$ cat src/hw/upcs_pkg.sv
// Constants and types shared by the uart pin control and status block
package upcs_pkg;

    // Byte offsets on the register bus
    localparam logic [4:0] ADDR_DATA = 5'h00;
    localparam logic [4:0] ADDR_IER = 5'h04;
    localparam logic [4:0] ADDR_IIR = 5'h08;
    localparam logic [4:0] ADDR_MCR = 5'h0c;
    localparam logic [4:0] ADDR_LSR = 5'h10;
    localparam logic [4:0] ADDR_MSR = 5'h14;

    // Interrupt enable fields
    localparam int IER_RDA = 0;
    localparam int IER_THRE = 1;
    localparam int IER_RLS = 2;
    localparam int IER_MSI = 3;

    // Modem control fields
    localparam int MCR_DTR = 0;
    localparam int MCR_RTS = 1;
    localparam int MCR_USER_OUTPUT_ONE = 2;
    localparam int MCR_USER_OUTPUT_TWO = 3;
    localparam int MCR_LOOP = 4;

    // Modem status: change bits low nibble, levels high nibble
    localparam int MSR_CALL_ALERT_TRAILING_EDGE = 2;
    localparam int MSR_RI = 6;
    localparam int MSR_LEVEL_LSB = 4;

    // Fifo control field
    localparam int FCR_ENABLE = 0;

    // Interrupt identification codes, bit 0 low means pending
    localparam logic [3:0] IIR_NONE = 4'h1;
    localparam logic [3:0] IIR_RLS = 4'h6;
    localparam logic [3:0] IIR_RDA = 4'h4;
    localparam logic [3:0] IIR_CTO = 4'hc;
    localparam logic [3:0] IIR_THRE = 4'h2;
    localparam logic [3:0] IIR_MSI = 4'h0;

    // Values after reset
    localparam logic [3:0] IER_RST = 4'h0;
    localparam logic [4:0] MCR_RST = 5'h00;
    localparam logic [3:0] LSR_ERR_RST = 4'h0;
    localparam logic [7:0] THR_RST = 8'h00;

    // Receive clock oversampling
    localparam int OVERSAMPLE = 16;
    localparam logic [3:0] OVS_LAST = 4'(OVERSAMPLE - 1);

    typedef enum logic [2:0] {
        SRC_NONE,
        SRC_LINE,
        SRC_RXDATA,
        SRC_TIMEOUT,
        SRC_TXEMPTY,
        SRC_MODEM
    } upcs_src_t;

endpackage

$ cat src/hw/upcs_msr_delta.sv
// Modem status levels and change detection
`timescale 1ns/1ps
module upcs_msr_delta
    import upcs_pkg::*;
(
    // Clock and reset
    input wire logic ref_clk,
    input wire logic arst_n,
    input wire logic master_reset,
    // Lines as {dcd, call alert, dsr, cts}
    input wire logic [3:0] lines,
    input wire logic clear,
    // Status
    output logic [3:0] level,
    output logic [3:0] delta
);

    logic [3:0] prev;
    logic primed;
    logic [3:0] next_delta;

    // First cycle after reset only loads the history, so no false change
    always_ff @(posedge ref_clk or negedge arst_n) begin
        if (!arst_n) begin
            prev <= 4'h0;
            primed <= 1'b0;
            level <= 4'h0;
        end else begin
            prev <= lines;
            primed <= ~master_reset;
            level <= lines;
        end
    end

    always_comb begin
        next_delta = 4'h0;
        if (primed) begin
            next_delta = lines ^ prev;
            next_delta[MSR_CALL_ALERT_TRAILING_EDGE] = lines[MSR_CALL_ALERT_TRAILING_EDGE] & ~prev[MSR_CALL_ALERT_TRAILING_EDGE];
        end
    end

    // Set wins over the read clear
    always_ff @(posedge ref_clk or negedge arst_n) begin
        if (!arst_n) begin
            delta <= 4'h0;
        end else if (master_reset) begin
            delta <= 4'h0;
        end else begin
            delta <= (clear ? 4'h0 : delta) | next_delta;
        end
    end
endmodule

$ cat src/hw/upcs_top.sv
// Uart pin control and status: interrupt, user outputs, read pins, modem status
`timescale 1ns/1ps
module upcs_top
    import upcs_pkg::*;
(
    // Clock and resets
    input wire logic ref_clk,
    input wire logic arst_n,
    input wire logic master_reset,
    // Wishbone slave
    input wire logic wb_cyc_i,
    input wire logic wb_stb_i,
    input wire logic wb_we_i,
    input wire logic [7:0] wb_adr_i,
    input wire logic [31:0] wb_dat_i,
    input wire logic [3:0] wb_sel_i,
    output logic [31:0] wb_dat_o,
    output logic wb_ack_o,
    // Pin-level read port
    input wire logic select_high_a,
    input wire logic select_high_b,
    input wire logic select_low,
    input wire logic read_strobe_low,
    input wire logic read_strobe_high,
    input wire logic [2:0] pin_reg_sel,
    output logic [7:0] pin_data_out,
    output logic pin_data_oe,
    // Modem side
    input wire logic cts_in,
    input wire logic dsr_in,
    input wire logic dcd_in,
    input wire logic call_alert_in,
    output logic user_output_one,
    output logic user_output_two,
    output logic interrupt_request_out,
    // Receiver and transmitter sections
    input wire logic receive_baud_clock,
    input wire logic [7:0] rx_data_in,
    input wire logic rx_data_avail,
    input wire logic rx_timeout,
    input wire logic [3:0] rx_error_evt,
    input wire logic tx_take,
    output logic rx_sample_tick,
    output logic rx_bit_tick,
    output logic rx_data_read,
    output logic [7:0] tx_data,
    output logic tx_load,
    output logic fifo_mode
);

    logic [3:0] ier;
    logic [4:0] modem_control_register;
    logic [3:0] lsr_err;
    logic thr_empty;
    logic thre_pend;
    logic [3:0] msr_level;
    logic [3:0] msr_delta;
    logic [3:0] modem_lines;
    logic [3:0] iir_code;
    upcs_src_t src;
    logic irq_pending;
    logic wb_req;
    logic wb_addr_ok;
    logic wb_rd;
    logic wb_wr;
    logic pin_selected;
    logic pin_rd;
    logic pin_rd_q;
    logic pin_start;
    logic [4:0] pin_addr;
    logic [7:0] pin_value;
    logic rd_lsr;
    logic rd_msr;
    logic rd_iir;
    logic rd_data;
    logic loop;
    logic rbc_q;
    logic rbc_rise;
    logic [3:0] ovs_cnt;

    function automatic logic wr_to(input logic [4:0] a);
        wr_to = wb_wr && wb_adr_i[4:0] == a;
    endfunction

    // Read with side effect from either the bus or the pins
    function automatic logic read_of(input logic [4:0] a);
        read_of = (wb_rd && wb_addr_ok && wb_adr_i[4:0] == a) || (pin_start && pin_addr == a);
    endfunction

    function automatic logic [7:0] reg_value(input logic [4:0] a);
        case (a)
            ADDR_DATA: reg_value = rx_data_in;
            ADDR_IER: reg_value = {4'h0, ier};
            ADDR_IIR: reg_value = {{2{fifo_mode}}, 2'b00, iir_code};
            ADDR_MCR: reg_value = {3'h0, modem_control_register};
            ADDR_LSR: reg_value = {1'b0, thr_empty, thr_empty, lsr_err, rx_data_avail};
            ADDR_MSR: reg_value = {msr_level, msr_delta};
            default: reg_value = 8'h00;
        endcase
    endfunction

    assign loop = modem_control_register[MCR_LOOP];
    assign wb_req = wb_cyc_i & wb_stb_i & ~wb_ack_o;
    assign wb_addr_ok = wb_adr_i[7:5] == 3'h0 && wb_adr_i[1:0] == 2'b00;
    assign wb_rd = wb_req & ~wb_we_i;
    assign wb_wr = wb_req & wb_we_i & wb_sel_i[0] & wb_addr_ok;

    assign pin_selected = select_high_a & select_high_b & ~select_low;
    assign pin_rd = pin_selected & (~read_strobe_low | read_strobe_high);
    assign pin_start = pin_rd & ~pin_rd_q;
    assign pin_addr = {pin_reg_sel, 2'b00};
    assign pin_value = reg_value(pin_addr);

    assign rd_lsr = read_of(ADDR_LSR);
    assign rd_msr = read_of(ADDR_MSR);
    assign rd_iir = read_of(ADDR_IIR);
    assign rd_data = read_of(ADDR_DATA);

    // Loop mode feeds the modem inputs from the control bits
    assign modem_lines = loop ? {modem_control_register[MCR_USER_OUTPUT_TWO], modem_control_register[MCR_USER_OUTPUT_ONE], modem_control_register[MCR_DTR], modem_control_register[MCR_RTS]}
                              : {dcd_in, call_alert_in, dsr_in, cts_in};

    upcs_msr_delta u_msr (
        .ref_clk(ref_clk),
        .arst_n(arst_n),
        .master_reset(master_reset),
        .lines(modem_lines),
        .clear(rd_msr),
        .level(msr_level),
        .delta(msr_delta)
    );

    // Interrupt priority: line error, receive data, timeout, transmit empty, modem
    always_comb begin
        if (ier[IER_RLS] && |lsr_err) begin
            src = SRC_LINE;
        end else if (ier[IER_RDA] && rx_data_avail) begin
            src = SRC_RXDATA;
        end else if (ier[IER_RDA] && fifo_mode && rx_timeout) begin
            src = SRC_TIMEOUT;
        end else if (ier[IER_THRE] && thre_pend) begin
            src = SRC_TXEMPTY;
        end else if (ier[IER_MSI] && |msr_delta) begin
            src = SRC_MODEM;
        end else begin
            src = SRC_NONE;
        end
    end

    always_comb begin
        case (src)
            SRC_LINE: iir_code = IIR_RLS;
            SRC_RXDATA: iir_code = IIR_RDA;
            SRC_TIMEOUT: iir_code = IIR_CTO;
            SRC_TXEMPTY: iir_code = IIR_THRE;
            SRC_MODEM: iir_code = IIR_MSI;
            default: iir_code = IIR_NONE;
        endcase
    end

    assign irq_pending = src != SRC_NONE;

    always_ff @(posedge ref_clk or negedge arst_n) begin
        if (!arst_n) begin
            interrupt_request_out <= 1'b0;
        end else begin
            interrupt_request_out <= irq_pending & ~master_reset;
        end
    end

    // Wishbone answer one cycle after the request
    always_ff @(posedge ref_clk or negedge arst_n) begin
        if (!arst_n) begin
            wb_ack_o <= 1'b0;
            wb_dat_o <= 32'h0;
        end else begin
            wb_ack_o <= wb_req;
            if (wb_rd) begin
                wb_dat_o <= wb_addr_ok ? {24'h0, reg_value(wb_adr_i[4:0])} : 32'h0;
            end
        end
    end

    // Pin read data stays driven while the strobe is held
    always_ff @(posedge ref_clk or negedge arst_n) begin
        if (!arst_n) begin
            pin_rd_q <= 1'b0;
            pin_data_out <= 8'h00;
            pin_data_oe <= 1'b0;
        end else begin
            pin_rd_q <= pin_rd;
            pin_data_oe <= pin_rd;
            pin_data_out <= pin_rd ? pin_value : 8'h00;
        end
    end

    // Control registers
    always_ff @(posedge ref_clk or negedge arst_n) begin
        if (!arst_n) begin
            ier <= IER_RST;
            modem_control_register <= MCR_RST;
            fifo_mode <= 1'b0;
        end else if (master_reset) begin
            ier <= IER_RST;
            modem_control_register <= MCR_RST;
            fifo_mode <= 1'b0;
        end else begin
            if (wr_to(ADDR_IER)) begin
                ier <= wb_dat_i[3:0];
            end
            if (wr_to(ADDR_MCR)) begin
                modem_control_register <= wb_dat_i[4:0];
            end
            if (wr_to(ADDR_IIR)) begin
                fifo_mode <= wb_dat_i[FCR_ENABLE];
            end
        end
    end

    // User outputs are active low and parked high in loop mode
    always_ff @(posedge ref_clk or negedge arst_n) begin
        if (!arst_n) begin
            user_output_one <= 1'b1;
            user_output_two <= 1'b1;
        end else if (master_reset) begin
            user_output_one <= 1'b1;
            user_output_two <= 1'b1;
        end else begin
            user_output_one <= ~(modem_control_register[MCR_USER_OUTPUT_ONE] & ~loop);
            user_output_two <= ~(modem_control_register[MCR_USER_OUTPUT_TWO] & ~loop);
        end
    end

    // Line errors stick until the line status is read; a new error wins
    always_ff @(posedge ref_clk or negedge arst_n) begin
        if (!arst_n) begin
            lsr_err <= LSR_ERR_RST;
        end else if (master_reset) begin
            lsr_err <= LSR_ERR_RST;
        end else begin
            lsr_err <= (rd_lsr ? 4'h0 : lsr_err) | rx_error_evt;
        end
    end

    // Transmit holding register and its empty interrupt
    always_ff @(posedge ref_clk or negedge arst_n) begin
        if (!arst_n) begin
            tx_data <= THR_RST;
            tx_load <= 1'b0;
            thr_empty <= 1'b1;
            thre_pend <= 1'b0;
        end else if (master_reset) begin
            tx_data <= THR_RST;
            tx_load <= 1'b0;
            thr_empty <= 1'b1;
            thre_pend <= 1'b0;
        end else begin
            tx_load <= wr_to(ADDR_DATA);
            if (wr_to(ADDR_DATA)) begin
                tx_data <= wb_dat_i[7:0];
                thr_empty <= 1'b0;
            end else if (tx_take) begin
                thr_empty <= 1'b1;
            end
            // Emptying without a data write, or enabling while empty, wins over the clear
            if ((tx_take && !wr_to(ADDR_DATA)) ||
                (wr_to(ADDR_IER) && wb_dat_i[IER_THRE] && !ier[IER_THRE] && thr_empty)) begin
                thre_pend <= 1'b1;
            end else if (wr_to(ADDR_DATA) || (rd_iir && src == SRC_TXEMPTY)) begin
                thre_pend <= 1'b0;
            end
        end
    end

    always_ff @(posedge ref_clk or negedge arst_n) begin
        if (!arst_n) begin
            rx_data_read <= 1'b0;
        end else begin
            rx_data_read <= rd_data & ~master_reset;
        end
    end

    // Receive clock is sampled; one tick per rising edge, bit tick every sixteen
    assign rbc_rise = receive_baud_clock & ~rbc_q;

    always_ff @(posedge ref_clk or negedge arst_n) begin
        if (!arst_n) begin
            rbc_q <= 1'b0;
            ovs_cnt <= 4'h0;
            rx_sample_tick <= 1'b0;
            rx_bit_tick <= 1'b0;
        end else begin
            rbc_q <= receive_baud_clock;
            rx_sample_tick <= rbc_rise & ~master_reset;
            rx_bit_tick <= rbc_rise & ~master_reset & (ovs_cnt == OVS_LAST);
            if (master_reset) begin
                ovs_cnt <= 4'h0;
            end else if (rbc_rise) begin
                ovs_cnt <= ovs_cnt + 4'h1;
            end
        end
    end
endmodule
$ cat config.mk
export PLATFORM = sky130hd
export DESIGN_NAME = upcs_top
export DESIGN_NICKNAME = d
export VERILOG_FILES = /design/src/hw/upcs_pkg.sv /design/src/hw/upcs_msr_delta.sv /design/src/hw/upcs_top.sv
export SDC_FILE = /design/constraint.sdc
export NUM_CORES = 1
export LEC_CHECK = 0
export ABC_CLOCK_PERIOD_IN_PS = 3300
export BUFFER_PORTS_ARGS = -buffer_cell sky130_fd_sc_hd__buf_2
export CORE_ASPECT_RATIO = 0.6
export CORE_MARGIN = 2
export CORE_UTILIZATION = 52
export CTS_CLUSTER_SIZE = 16
export DETAILED_ROUTE_END_ITERATION = 8
export PLACE_DENSITY_LB_ADDON = 0.15
export SETUP_SLACK_MARGIN = 0.5
export SLEW_MARGIN = 20
export SYNTH_ARGS = -nofsm -noshare
export SYNTH_HDL_FRONTEND = slang
export SYNTH_SLANG_ARGS = --single-unit
$ cat constraint.sdc
create_clock -name ref_clk -period 3.3 [get_ports ref_clk]
set_clock_uncertainty 0.15 [all_clocks]
set_input_delay 0.165 -clock ref_clk [delete_from_list [all_inputs] [get_ports ref_clk]]
set_output_delay 0.165 -clock ref_clk [all_outputs]
set_load 0.02 [all_outputs]
==> impl_metrics.tcl <==
set metrics [dict create \
    grt_start_max_net_pins 25 \
    endpoint "wb_dat_o[6]" \
    power.density_nw_per_um2 409 \
    seq_area_frac_synth_pct 47.8 \
    gp_congestion 0.969 \
    power_mw 1.67 \
    first_pass_iters 5 \
    p_comb_share_pct 12.4 \
    crit_path_max_fanout 9 \
    synth_area_leader_cell "dfrtp_1" \
    grt_pass1_wl_um 14100 \
    first_global_vias 2654 \
    io_pins 136 \
    antenna_left 0 \
    die_y_um 65.8 \
    routedWlPerCell_um 17.5 \
    postCtsHoldBufs 20 \
    startpoint "wb_ack_o" \
    cts_tree "yes" \
    period_needed_ps 2360 \
    die_area_um2 7040 \
    dp_hpwl_um 6800 \
    syn_inst 326 \
    finalHoldViolations 0 \
    ys_ff_latch 63 \
    fin_crit_sh_pct 71.6 \
    sequentialPowerShare_pct 48.6 \
    use_met1_pct 41.7 \
    rsz0062_at_grt "false" \
    p_clk_share_pct 39.0 \
    p_sw_share_pct 25.6 \
    drv_slew 0 \
    grtUsageTotal_pct 27.0 \
    coreArea_um2 6140 \
    post_cts_buffers 0 \
    worstHoldPathType "primary input to flop" \
    yosys.area.top_type_share_pct 45.4 \
    ys_top_cells_by_area "dfrtp_1 (45%), buf_4 (5.7%), a22o_1 (4.5%), mux2i_1 (4.2%), nand2_1 (3.7%)" \
    routed_wl_um 8990 \
    max_freq_ghz 0.423 \
    vias 2916 \
    use_met2_pct 37.4 \
    setup_tns_ps 0 \
    startpoint_type "flop" \
    syn_to_final_growth_pct 23.4 \
    max_stage_delay_ps 620 \
    crit_family "simple AND/OR/NAND/NOR gates" \
    drive_gt1_share_pct 27.8 \
    peakVddDrop_uv 285 \
    critPathCaptureType "flop" \
    rows 22 \
    leakagePower_nw 2.04 \
    rrSetupSlack_ps 940 \
    path_clk_slew_ps 70 \
    path_buf_inv 0 \
    path_class "flop to flop" \
    arrival_ps 2490 \
    synthesis.area_um2 3310 \
    top_usage_layer "met1" \
    drv_cap 0 \
    internal_power_mw 1.24 \
    slew_headroom_pct 45.4 \
    avgSynthCellArea_um2 10.2 \
    reg2reg_depth 5 \
    dr.first_iter.drc_count 315 \
    die_w_um 107 \
    ys_warn_count 0 \
    path_cells "nand4bb_1, nor3_1, nand2_1, a21oi_1, a21o_1" \
    status "completed" \
    slowest_stage "nor3_1" \
    synth_cell_types 52 \
    antenna_found_initial 0 \
    rr_startpoint "wb_ack_o" \
    via_per_inst 5.66 \
    place.port_buffers 84 \
    start_util_pct 53.9 \
    layout_common_cells "buf_2 (84), dfrtp_1 (60), nand2_1 (33), nor2_1 (24), conb_1 (24)" \
    nFillCells 501 \
    h-tree-depth 3 \
    r2r-end "wb_dat_o[6]" \
    num_antenna_cells 0 \
    utilization_pct 66.5 \
    synth-async-reset-ratio_pct 100 \
    final_common_cell "buf_2" \
    overflow 0 \
    synth_edf_count 0 \
    worstPathRequired_ps 3430 \
    cts_buffers 9 \
    worstMarginPinSlew_ps 820 \
    grtUsageMet3_pct 6.80 \
    post_cts_resize_count 0 \
    setup_viol 0 \
    clkLatencyLatePin_ps 330 \
    nets 505 \
    cts-root-buf "clkbuf_8" \
    cp.depth 5 \
    p_switching_mw 0.428 \
    clock-sinks 63 \
    drc_errors 0 \
    cts.path.max_buffers 2 \
    synthFlopType "dfrtp_1" \
]
==> routing by layer <==
metal / part of all wire (%) / routed length (um)
met1: 46 / 4170
met4: 1.3 / 116
met2: 42 / 3760
met5: 0 / 0
met3: 11 / 948
==> through the flow <==
step	hold slack [ps]	cell area, um2	std cells	worst slack, ps
after CTS	43.1	4080	515	979
final	46.8	4080	515	936
after global routing	56.6	4080	515	782
after global placement	-38.5	3690	479	1090
after floorplan	-281	3400	349	1430
after detailed placement	-44.3	3690	479	1010
==> power by group through the flow <==
stage | clock network [mW] | registers (mW) | logic (mW)
after floorplan | 0 | 0.819 | 0.128
after global placement | 0 | 0.823 | 0.184
after detailed placement | 0 | 0.824 | 0.186
after CTS | 0.660 | 0.810 | 0.205
after global routing | 0.712 | 0.812 | 0.226
final | 0.650 | 0.811 | 0.207
==> synthesized netlist by cell type (all sizes together) (2+ instances only) <==
cell,instances
inv,3
o21ai,10
nor2,24
nand3b,4
mux2,10
nand3,4
a32oi,4
a22oi,6
or2,3
nand2,33
a32o,2
a22o,17
nor3,5
nor2b,6
buf,26
o22ai,4
nand4,2
and2,3
a21o,5
a21oi,21
a221oi,2
xor2,5
dfstp,3
mux2i,14
nand4b,4
dfrtp,60
and3,6
a31oi,2
nand2b,4
clkbuf,14
nor4b,2
==> worst register-to-register path, stage by stage, from the launching register on <==
cell and delay, ps:
dfrtp_1 390, nand4bb_1 410, nor3_1 620, nand2_1 330, a21oi_1 280, a21o_1 110
==> sequential cells by signal (all words and copies together) (netlist names), 4 cells and up <==
signal and count:
pin_data_out 8, tx_data 8, wb_dat_o 8, modem_control_register 5, ier 4, lsr_err 4, ovs_cnt 4, u_msr.delta 4
u_msr.level 4
==> worst min-delay path by stage <==
stage / from / end / slack [ps] / depth (start not counted)
floorplan: arst_n / fifo_mode / -280 / 0
global placement: arst_n / rx_data_read / -40 / 1
detailed placement: arst_n / ovs_cnt[2] / -40 / 1
CTS: wb_stb_i / wb_ack_o / 40 / 3
global route: wb_adr_i[7] / ier[1] / 60 / 4
finish: wb_stb_i / wb_ack_o / 50 / 3
==> final cells by class <==
class / count / area [um2] / share of cell area (%)
multi-input combinational: 242 / 1560 / 38.1
inverter: 4 / 15.0 / 0.368
clock inverter: 3 / 42.5 / 1.04
tap: 84 / 105 / 2.57
sequential: 63 / 1580 / 38.7
clock buffer: 13 / 149 / 3.65
timing repair buffer: 106 / 636 / 15.6
==> cell families (layout without fill, tap and decap cells) <==
family	count (synthesis)	in the layout	share of synthesized area (%)
mux	25	25	8.32
other cells	1	24	0.113
buf+inv	44	126	7.86
simple gates	106	106	17.1
xor+xnor	6	6	1.59
flops	63	63	47.8
fa+ha+maj	1	1	0.378
compound gates	80	80	16.9
No activity file was read; power rests on OpenSTA's default activity.
